--- config.mk ---
export PLATFORM = sky130hd
export DESIGN_NAME = clock_generator
export DESIGN_NICKNAME = d
export VERILOG_FILES = /design/src/shared/clkgen_pkg.sv /design/src/shared/div_if.sv /design/src/hdl/clk_divider.sv /design/src/hdl/clock_generator.sv
export SDC_FILE = /design/constraint.sdc
export NUM_CORES = 1
export LEC_CHECK = 0
export BUFFER_PORTS_ARGS = -buffer_cell sky130_fd_sc_hd__clkbuf_2
export CORE_MARGIN = 2
export CORE_UTILIZATION = 35
export DETAILED_ROUTE_END_ITERATION = 12
export SYNTH_ARGS = -nofsm -noshare
export SYNTH_HDL_FRONTEND = slang
export SYNTH_HIERARCHICAL = 1
export SYNTH_SLANG_ARGS = --single-unit
export TNS_END_PERCENT = 50
--- constraint.sdc ---
create_clock -name CORE_CLK -period 7.7 [get_ports CORE_CLK]
set_clock_uncertainty 0.2 [all_clocks]
set_input_delay 1.155 -clock CORE_CLK [delete_from_list [all_inputs] [get_ports CORE_CLK]]
set_output_delay 1.155 -clock CORE_CLK [all_outputs]
set_load 0.02 [all_outputs]
--- src/shared/clkgen_pkg.sv ---
// register map, field positions, reset values, timing counts and states of the clock generator
// assumes a single core clock at 125 MHz and an AXI4-Lite register port
package clkgen_pkg;
    // register byte addresses
    localparam logic [7:0] ADDR_STBY = 8'h00;
    localparam logic [7:0] ADDR_STAB = 8'h04;
    localparam logic [7:0] ADDR_STAT = 8'h08;
    // reset values
    localparam logic [7:0] STBY_RESET = 8'h30;
    localparam logic [7:0] STAB_RESET = 8'h00;
    localparam logic [1:0] RATIO_DIV16 = 2'b11;
    // standby control fields
    localparam int STBY_STOP_BIT = 1;
    localparam int STBY_RATIO_LO = 4;
    localparam int STBY_RATIO_HI = 5;
    // stabilization time fields
    localparam int STAB_SEL_LO = 0;
    localparam int STAB_SEL_HI = 2;
    localparam int STAB_EXTERNAL_CLOCK_SELECT_BIT = 7;
    // status fields
    localparam int STAT_STOP_BIT = 0;
    localparam int STAT_STAB_BIT = 1;
    localparam int STAT_BUSY_BIT = 2;
    localparam int STAT_AMP_BIT = 3;
    localparam int STAT_RATIO_LO = 4;
    localparam int STAT_RATIO_HI = 5;
    // register select codes
    localparam logic [1:0] SEL_NONE = 2'd0;
    localparam logic [1:0] SEL_STBY = 2'd1;
    localparam logic [1:0] SEL_STAB = 2'd2;
    localparam logic [1:0] SEL_STAT = 2'd3;
    // bus responses
    localparam logic [1:0] RESP_OKAY = 2'b00;
    localparam logic [1:0] RESP_SLVERR = 2'b10;
    // timing
    localparam int CORE_CLK_MHZ = 125;
    localparam int STAB_UNIT_NS = 2048;
    localparam int STAB_UNIT_CYC = (STAB_UNIT_NS * CORE_CLK_MHZ) / 1000;
    localparam int STAB_EXT_NS = 128;
    localparam int STAB_EXT_CYC = (STAB_EXT_NS * CORE_CLK_MHZ) / 1000;
    localparam int STAB_CNT_W = 24;
    // worst-case ratio change, in oscillator periods, per previous ratio
    localparam int CHG_MAX_DIV2 = 22;
    localparam int CHG_MAX_DIV4 = 24;
    localparam int CHG_MAX_DIV8 = 16;
    localparam int CHG_MAX_DIV16 = 16;
    // pin synchroniser lanes
    localparam int PIN_X1 = 0;
    localparam int PIN_X2 = 1;
    localparam int PIN_NMI = 2;
    localparam int PIN_IRQ4 = 3;
    localparam int PIN_IRQ5 = 4;
    localparam int PIN_N = 5;

    typedef enum logic [1:0] {RUN, STOPPED, STABILIZE} osc_state_e;

    // oscillator periods per system clock period for a ratio code
    function automatic logic [4:0] div_period(input logic [1:0] ratio);
        div_period = 5'(5'd2 << ratio);
    endfunction
endpackage

--- src/shared/div_if.sv ---
// signals between the clock generator control and its divider
// assumes both ends run on the core clock
`timescale 1ns/1ps
interface div_if;
    logic osc_tick;
    logic [1:0] ratio_req;
    logic [1:0] ratio_cur;
    logic change_busy;
    logic sys_clk;
    logic sys_tick;
    modport ctrl(output osc_tick, output ratio_req, input ratio_cur, input change_busy, input sys_clk,
                 input sys_tick);
    modport div(input osc_tick, input ratio_req, output ratio_cur, output change_busy, output sys_clk,
                output sys_tick);
endinterface

--- src/hdl/clk_divider.sv ---
// system clock divider: divides oscillator ticks by 2, 4, 8 or 16
// assumes osc_tick is a one-cycle pulse per oscillator period on the core clock
`timescale 1ns/1ps
module clk_divider
    import clkgen_pkg::*;
(
    // clock and reset
    input wire logic clk,
    input wire logic rst_n,
    // control side
    div_if.div dv
);
    logic [3:0] cnt_reg;
    logic [3:0] cnt_next;
    logic [1:0] ratio_reg;
    logic [1:0] ratio_next;
    logic clk_reg;
    logic clk_next;
    logic tick_reg;
    logic tick_next;

    always_comb begin
        cnt_next = cnt_reg;
        ratio_next = ratio_reg;
        clk_next = clk_reg;
        tick_next = 1'b0;
        if (dv.osc_tick) begin
            if ({1'b0, cnt_reg} == div_period(ratio_reg) - 5'd1) begin
                // period boundary: only here may the ratio change
                cnt_next = 4'd0;
                ratio_next = dv.ratio_req;
                tick_next = 1'b1;
            end else begin
                cnt_next = cnt_reg + 4'd1;
            end
            clk_next = ({1'b0, cnt_next} < (div_period(ratio_next) >> 1));
        end
    end

    always_ff @(posedge clk) begin
        if (!rst_n) begin
            // start at the period end so the first oscillator tick opens a full period with a tick
            cnt_reg <= 4'(div_period(RATIO_DIV16) - 5'd1);
            ratio_reg <= RATIO_DIV16;
            clk_reg <= 1'b0;
            tick_reg <= 1'b0;
        end else begin
            cnt_reg <= cnt_next;
            ratio_reg <= ratio_next;
            clk_reg <= clk_next;
            tick_reg <= tick_next;
        end
    end

    assign dv.ratio_cur = ratio_reg;
    assign dv.change_busy = (dv.ratio_req != ratio_reg);
    assign dv.sys_clk = clk_reg;
    assign dv.sys_tick = tick_reg;
endmodule

--- src/hdl/clock_generator.sv ---
// system clock generator: oscillator source select, stop mode, wake-up stabilization, divider control
// assumes oscillator and wake pins are asynchronous, interrupt mask levels come from core-clock logic
//
// Register access over AXI4-Lite and the register addresses are this design's own decisions.
`timescale 1ns/1ps
module clock_generator
    import clkgen_pkg::*;
#(
    parameter int STAB_UNIT_CYCLES = STAB_UNIT_CYC
)
(
    // clock and reset
    input wire logic CORE_CLK,
    input wire logic RST_N,
    // axi4-lite write address
    input wire logic [7:0] S_AXI_AWADDR,
    input wire logic S_AXI_AWVALID,
    output logic S_AXI_AWREADY,
    // axi4-lite write data
    input wire logic [31:0] S_AXI_WDATA,
    input wire logic [3:0] S_AXI_WSTRB,
    input wire logic S_AXI_WVALID,
    output logic S_AXI_WREADY,
    // axi4-lite write response
    output logic [1:0] S_AXI_BRESP,
    output logic S_AXI_BVALID,
    input wire logic S_AXI_BREADY,
    // axi4-lite read
    input wire logic [7:0] S_AXI_ARADDR,
    input wire logic S_AXI_ARVALID,
    output logic S_AXI_ARREADY,
    output logic [31:0] S_AXI_RDATA,
    output logic [1:0] S_AXI_RRESP,
    output logic S_AXI_RVALID,
    input wire logic S_AXI_RREADY,
    // oscillator pins
    input wire logic OSC_INPUT_PRIMARY,
    input wire logic OSC_INPUT_SECONDARY,
    output logic OSC_AMP_EN,
    // wake sources
    input wire logic NMI_IN,
    input wire logic EXT_IRQ_FOUR,
    input wire logic EXT_IRQ_FIVE,
    input wire logic IRQ_FOUR_MASKED,
    input wire logic IRQ_FOUR_MACRO_SVC,
    input wire logic IRQ_FIVE_MASKED,
    input wire logic IRQ_FIVE_MACRO_SVC,
    // system clock and status
    output logic SYS_CLK,
    output logic SYS_CLK_TICK,
    output logic EXT_CLOCK_MODE,
    output logic STOP_ACTIVE,
    output logic STABILIZING
);
    div_if dv();

    // address decode shared by read and write
    function automatic logic [1:0] reg_sel(input logic [7:0] addr);
        case (addr)
            ADDR_STBY: reg_sel = SEL_STBY;
            ADDR_STAB: reg_sel = SEL_STAB;
            ADDR_STAT: reg_sel = SEL_STAT;
            default: reg_sel = SEL_NONE;
        endcase
    endfunction

    // pin synchronisers
    logic [PIN_N-1:0] pin_meta_reg;
    logic [PIN_N-1:0] pin_sync_reg;
    logic [PIN_N-1:0] pin_prev_reg;
    logic [PIN_N-1:0] pin_meta_next;
    logic [PIN_N-1:0] pin_sync_next;
    logic [PIN_N-1:0] pin_prev_next;
    logic [PIN_N-1:0] pin_rise;

    always_comb begin
        pin_meta_next = {EXT_IRQ_FIVE, EXT_IRQ_FOUR, NMI_IN, OSC_INPUT_SECONDARY, OSC_INPUT_PRIMARY};
        pin_sync_next = pin_meta_reg;
        pin_prev_next = pin_sync_reg;
    end

    always_ff @(posedge CORE_CLK) begin
        if (!RST_N) begin
            pin_meta_reg <= '0;
            pin_sync_reg <= '0;
            pin_prev_reg <= '0;
        end else begin
            pin_meta_reg <= pin_meta_next;
            pin_sync_reg <= pin_sync_next;
            pin_prev_reg <= pin_prev_next;
        end
    end

    assign pin_rise = pin_sync_reg & ~pin_prev_reg;

    // axi write channel
    logic aw_full_reg;
    logic aw_full_next;
    logic [7:0] aw_addr_reg;
    logic [7:0] aw_addr_next;
    logic w_full_reg;
    logic w_full_next;
    logic [7:0] w_data_reg;
    logic [7:0] w_data_next;
    logic w_strb_reg;
    logic w_strb_next;
    logic bvalid_reg;
    logic bvalid_next;
    logic [1:0] bresp_reg;
    logic [1:0] bresp_next;
    logic wr_fire;
    logic [1:0] wr_sel;

    assign S_AXI_AWREADY = !aw_full_reg;
    assign S_AXI_WREADY = !w_full_reg;
    assign wr_fire = aw_full_reg && w_full_reg && !bvalid_reg;
    assign wr_sel = reg_sel(aw_addr_reg);

    always_comb begin
        aw_full_next = aw_full_reg;
        aw_addr_next = aw_addr_reg;
        w_full_next = w_full_reg;
        w_data_next = w_data_reg;
        w_strb_next = w_strb_reg;
        bvalid_next = bvalid_reg;
        bresp_next = bresp_reg;
        if (bvalid_reg && S_AXI_BREADY) begin
            bvalid_next = 1'b0;
        end
        if (wr_fire) begin
            aw_full_next = 1'b0;
            w_full_next = 1'b0;
            bvalid_next = 1'b1;
            bresp_next = (wr_sel == SEL_NONE) ? RESP_SLVERR : RESP_OKAY;
        end
        if (S_AXI_AWVALID && S_AXI_AWREADY) begin
            aw_full_next = 1'b1;
            aw_addr_next = S_AXI_AWADDR;
        end
        if (S_AXI_WVALID && S_AXI_WREADY) begin
            w_full_next = 1'b1;
            w_data_next = S_AXI_WDATA[7:0];
            w_strb_next = S_AXI_WSTRB[0];
        end
    end

    always_ff @(posedge CORE_CLK) begin
        if (!RST_N) begin
            aw_full_reg <= 1'b0;
            aw_addr_reg <= 8'h00;
            w_full_reg <= 1'b0;
            w_data_reg <= 8'h00;
            w_strb_reg <= 1'b0;
            bvalid_reg <= 1'b0;
            bresp_reg <= RESP_OKAY;
        end else begin
            aw_full_reg <= aw_full_next;
            aw_addr_reg <= aw_addr_next;
            w_full_reg <= w_full_next;
            w_data_reg <= w_data_next;
            w_strb_reg <= w_strb_next;
            bvalid_reg <= bvalid_next;
            bresp_reg <= bresp_next;
        end
    end

    assign S_AXI_BVALID = bvalid_reg;
    assign S_AXI_BRESP = bresp_reg;

    // control registers and oscillator state
    logic [7:0] stby_reg;
    logic [7:0] stby_next;
    logic [7:0] stab_reg;
    logic [7:0] stab_next;
    osc_state_e state_reg;
    osc_state_e state_next;
    logic [STAB_CNT_W-1:0] stab_cnt_reg;
    logic [STAB_CNT_W-1:0] stab_cnt_next;
    logic amp_en_reg;
    logic amp_en_next;
    logic wake;
    logic external_clock_select;
    logic [STAB_CNT_W-1:0] stab_len;

    assign external_clock_select = stab_reg[STAB_EXTERNAL_CLOCK_SELECT_BIT];
    assign wake = pin_rise[PIN_NMI]
        || (pin_rise[PIN_IRQ4] && !IRQ_FOUR_MASKED && !IRQ_FOUR_MACRO_SVC)
        || (pin_rise[PIN_IRQ5] && !IRQ_FIVE_MASKED && !IRQ_FIVE_MACRO_SVC);
    assign stab_len = external_clock_select ? STAB_CNT_W'(STAB_EXT_CYC)
        : STAB_CNT_W'(STAB_UNIT_CYCLES) << stab_reg[STAB_SEL_HI:STAB_SEL_LO];

    always_comb begin
        stby_next = stby_reg;
        stab_next = stab_reg;
        state_next = state_reg;
        stab_cnt_next = stab_cnt_reg;
        if (wr_fire && w_strb_reg && wr_sel == SEL_STBY) begin
            stby_next = w_data_reg;
        end
        if (wr_fire && w_strb_reg && wr_sel == SEL_STAB) begin
            stab_next = w_data_reg;
        end
        case (state_reg)
            RUN: begin
                if (wr_fire && w_strb_reg && wr_sel == SEL_STBY && w_data_reg[STBY_STOP_BIT]) begin
                    state_next = STOPPED;
                end
            end
            STOPPED: begin
                if (wake) begin
                    state_next = STABILIZE;
                    stab_cnt_next = stab_len;
                    stby_next[STBY_STOP_BIT] = 1'b0;
                end
            end
            STABILIZE: begin
                if (stab_cnt_reg <= STAB_CNT_W'(1)) begin
                    state_next = RUN;
                end else begin
                    stab_cnt_next = stab_cnt_reg - STAB_CNT_W'(1);
                end
            end
            default: begin
                state_next = RUN;
            end
        endcase
        amp_en_next = !stab_next[STAB_EXTERNAL_CLOCK_SELECT_BIT] && state_next != STOPPED;
    end

    always_ff @(posedge CORE_CLK) begin
        if (!RST_N) begin
            stby_reg <= STBY_RESET;
            stab_reg <= STAB_RESET;
            state_reg <= RUN;
            stab_cnt_reg <= '0;
            amp_en_reg <= 1'b1;
        end else begin
            stby_reg <= stby_next;
            stab_reg <= stab_next;
            state_reg <= state_next;
            stab_cnt_reg <= stab_cnt_next;
            amp_en_reg <= amp_en_next;
        end
    end

    // oscillator tick to the divider, gated outside run
    assign dv.osc_tick = (state_reg == RUN)
        && (external_clock_select ? pin_rise[PIN_X2] : pin_rise[PIN_X1]);
    assign dv.ratio_req = stby_reg[STBY_RATIO_HI:STBY_RATIO_LO];

    clk_divider u_div (
        .clk(CORE_CLK),
        .rst_n(RST_N),
        .dv(dv)
    );

    // axi read channel
    logic rvalid_reg;
    logic rvalid_next;
    logic [7:0] rdata_reg;
    logic [7:0] rdata_next;
    logic [1:0] rresp_reg;
    logic [1:0] rresp_next;
    logic [7:0] status;

    always_comb begin
        status = 8'h00;
        status[STAT_STOP_BIT] = (state_reg == STOPPED);
        status[STAT_STAB_BIT] = (state_reg == STABILIZE);
        status[STAT_BUSY_BIT] = dv.change_busy;
        status[STAT_AMP_BIT] = amp_en_reg;
        status[STAT_RATIO_HI:STAT_RATIO_LO] = dv.ratio_cur;
    end

    assign S_AXI_ARREADY = !rvalid_reg;

    always_comb begin
        rvalid_next = rvalid_reg;
        rdata_next = rdata_reg;
        rresp_next = rresp_reg;
        if (rvalid_reg && S_AXI_RREADY) begin
            rvalid_next = 1'b0;
        end
        if (S_AXI_ARVALID && S_AXI_ARREADY) begin
            rvalid_next = 1'b1;
            rresp_next = RESP_OKAY;
            case (reg_sel(S_AXI_ARADDR))
                SEL_STBY: rdata_next = stby_reg;
                SEL_STAB: rdata_next = stab_reg;
                SEL_STAT: rdata_next = status;
                default: begin
                    rdata_next = 8'h00;
                    rresp_next = RESP_SLVERR;
                end
            endcase
        end
    end

    always_ff @(posedge CORE_CLK) begin
        if (!RST_N) begin
            rvalid_reg <= 1'b0;
            rdata_reg <= 8'h00;
            rresp_reg <= RESP_OKAY;
        end else begin
            rvalid_reg <= rvalid_next;
            rdata_reg <= rdata_next;
            rresp_reg <= rresp_next;
        end
    end

    assign S_AXI_RVALID = rvalid_reg;
    assign S_AXI_RDATA = {24'h00_0000, rdata_reg};
    assign S_AXI_RRESP = rresp_reg;

    // outputs; system clock fans out to cpu, watchdog, filter, serial, converter, pwm, irq, bus
    assign SYS_CLK = dv.sys_clk;
    assign SYS_CLK_TICK = dv.sys_tick;
    assign OSC_AMP_EN = amp_en_reg;
    assign EXT_CLOCK_MODE = external_clock_select;
    assign STOP_ACTIVE = (state_reg == STOPPED);
    assign STABILIZING = (state_reg == STABILIZE);
endmodule

==> results.md <==
- Status: finished clean
- Met3 Use GR: 4.51%
- Mapped Avg Cell Area: 8.66 sq um
- Routed Antenna Nets: 0
- Die Footprint: 14,700 sq um
- Clk_lat worst skew: 350 ps
- Hold Crit Depth: 1
- Yosys reg bits: 97
- Post-CTS Hold Buffers: 0
- Met1 Track Usage GR: 20.5%
- CP Class: in2reg
- Clock Sinks: 97
- GR Util All Layers: 15.1%
- Hold Fails Final Rpt: 0
- Clock buffer count from CTS: 9
- Nets: 682
- Vias: 4,037
- Worst Setup SP: IRQ_FOUR_MASKED
- H-tree depth: 3
- Commonest non-fill, non-tap cell in the layout: dfxtp_1
- Drt first-iter violations: 199
- Reg2reg setup slack: 4420 ps
- Worst R2R End: stab_cnt_reg[9]
- Initial core utilization: 36.1%
- Final WS setup: 4390 ps
- LEAKAGE: 2.33 nW
- CP Max Fanout: 26
- Vias per Instance: 5.14
- Share of layout cells above drive strength 1: 16.6%
- Die Width: 121 um
- Critical Path Start Type: input pin
- Endpoint class of the critical path: register
- Finished Cell Area: 5460 sq um
- Gpl congestion: 0.843
- Max reg flops: 24
- Worst-case clock buffer depth: 2
- Cell Count, Final, Fillers Out: 785
- Fmax: 0.302 GHz
- Drt pass-1 iters: 4
- Top Ports: 115
- Grt met2 use: 22.8%
- # Post-CTS Setup Buffers: 0
- Root Buffer Master: clkbuf_16
- Layout area overhead: 13.7%
- Pwr Density: 198 nW/um^2
- Async set-reset flop share out of synthesis: 0%
- Setup TNS: 0 ps
- Final period util: 43.0%
- Commonest cells after routing, fill and taps aside: 97 x dfxtp_1, 61 x clkbuf_2, 57 x nor2_1, 54 x nand2_1, 47 x a21oi_1
- Slew HR: 40.5%
- Worst-margin pin slew: 892 ps
- Seq/Total Area, Yosys: 40.5%
- R2r worst-path depth: 7
- Slew Viols, Final: 0
- Pre-CTS setup slack: 4040 ps
- Post-synthesis instance area: 4800 sq um
- CP required: 7780 ps
- Buffers on Ports: 61
- Minimum clock period: 3310 ps
- Final wirelength: 10,900 um
- GRT Residual Overflow: 0
- Post-CTS resize count: 0
- Final setup viols: 0
- Core Util, Final: 41.0%
- Antenna Diode Count: 0
- Initial antenna violation count: 0
- RR Startpoint: state_reg[0]
- Largest net degree at the start of global routing: 54
- RSZ-0062 raised after global routing: false
- GRT busiest layer: met2
- Cells after Synth: 554
- Placed Area: 5150 sq um
- Vias in the first global route: 3,586
- Worst Hold End: pin_prev_next[3]
- EDFF count, synth: 0
- Row Count: 42
- Die Span Y: 121 um
- Max-cap violation count: 0
- Distinct cells, synth: 69
- TritonCTS clock tree: done
- WL/cell: 13.8 um
- DRC: 0
- Worst vdd ir: 124 uV
- Yosys warnings: 6
- Clk slew on worst S/H paths: 70 ps
- Hold/Removal Path Class: reg2reg
- Core Area: 13,300 sq um
- First-pass GRT wire length: 17,600 um
- Synth Flop Type: dfxtp_1
- Hold Startpoint: pin_meta_reg[3]
- Worst endpoint data arrival time: 3390 ps
- Detailed placement HPWL: 7690 um
- Inst Count DP: 769
==> cell families (layout without fill, tap and decap cells) <==
group           after synthesis  in the layout  synth area share (%)
simple gates                226            226                  25.0
compound gates              113            113                  16.0
flops                        97             97                  40.5
other cells                   1             26                0.0782
buf+inv                      67             97                  7.59
xor+xnor                      6              6                  1.10
fa+ha+maj                    10             10                  2.61
mux                          34             34                  7.14
==> stage by stage <==
stage               hold WS [ps]  power, mW
floorplan                    212      0.614
global placement             223      0.630
detailed placement           220      0.633
CTS                          237       1.10
global route                 250       1.13
finish                       235       1.08
==> worst max path at each step <==
stage / to / slack, ps / cells after the start
floorplan: stab_cnt_reg[20] / 4790 / 6
global placement: stab_cnt_reg[6] / 4090 / 7
detailed placement: stab_cnt_reg[6] / 4040 / 7
CTS: stab_cnt_reg[6] / 4400 / 7
global route: stab_cnt_reg[9] / 4130 / 7
finish: stab_cnt_reg[6] / 4390 / 7
==> area by class of cell <==
class / count / area (sq um)
Tap cell: 176 / 220
Sequential cell: 97 / 1940
Inverter: 16 / 60.1
Clock inverter: 6 / 73.8
Clock buffer: 10 / 229
Timing Repair Buffer: 65 / 335
Multi-Input combinational cell: 415 / 2590
Fill cell: 1357 / 7840
==> critical path, stage by stage <==
cell	delay (ps)
clkbuf_2	80
nor4b_1	550
o41a_1	320
o31ai_4	230
buf_4	280
or4_2	610
a21oi_1	160
==> report_power, final <==
group / internal, mW / switching [mW] / total (mW)
Clock: 0.257 / 0.204 / 0.461
Combinational: 0.0360 / 0.0608 / 0.0968
Sequential: 0.514 / 0.00978 / 0.524
==> layer usage <==
layer / vias up / share of wire, %
met5: - / 0
met2: 104 / 44
met4: 0 / 1.4
met1: 1903 / 49
li1: 2018 / -
met3: 12 / 5.9
==> Yosys cell counts, drive strengths merged, types with 2 or more instances <==
cell     instances  share of area [%]
clkbuf          18                1.4
buf             33                4.9
xnor2            6                1.1
nor2            57                4.5
or2              3               0.39
o32ai            5               0.91
o21ai           12                1.3
mux2             2               0.47
inv             15                1.2
or4             20                3.2
a31oi            3               0.39
a21oi           47                4.9
a2bb2oi          2               0.37
nor2b           11                1.5
nor4b            4                1.0
nand2b          10                1.3
a32oi            2               0.76
o31ai            9                1.5
o21a             2               0.31
a22oi            8                1.3
nor3            10                1.0
nand3           11                1.1
o211ai           3               0.47
a211o            2               0.37
and2            21                2.8
mux2i           32                6.7
a32o             2               0.42
nor4             5               0.78
nand2           54                4.2
o41ai            2               0.37
o311ai           2               0.37
ha              10                2.6
nand4            4               0.65
and3             2               0.37
dfxtp           97                 40
or3              9                1.2
Power figures use the tool's default switching activity.
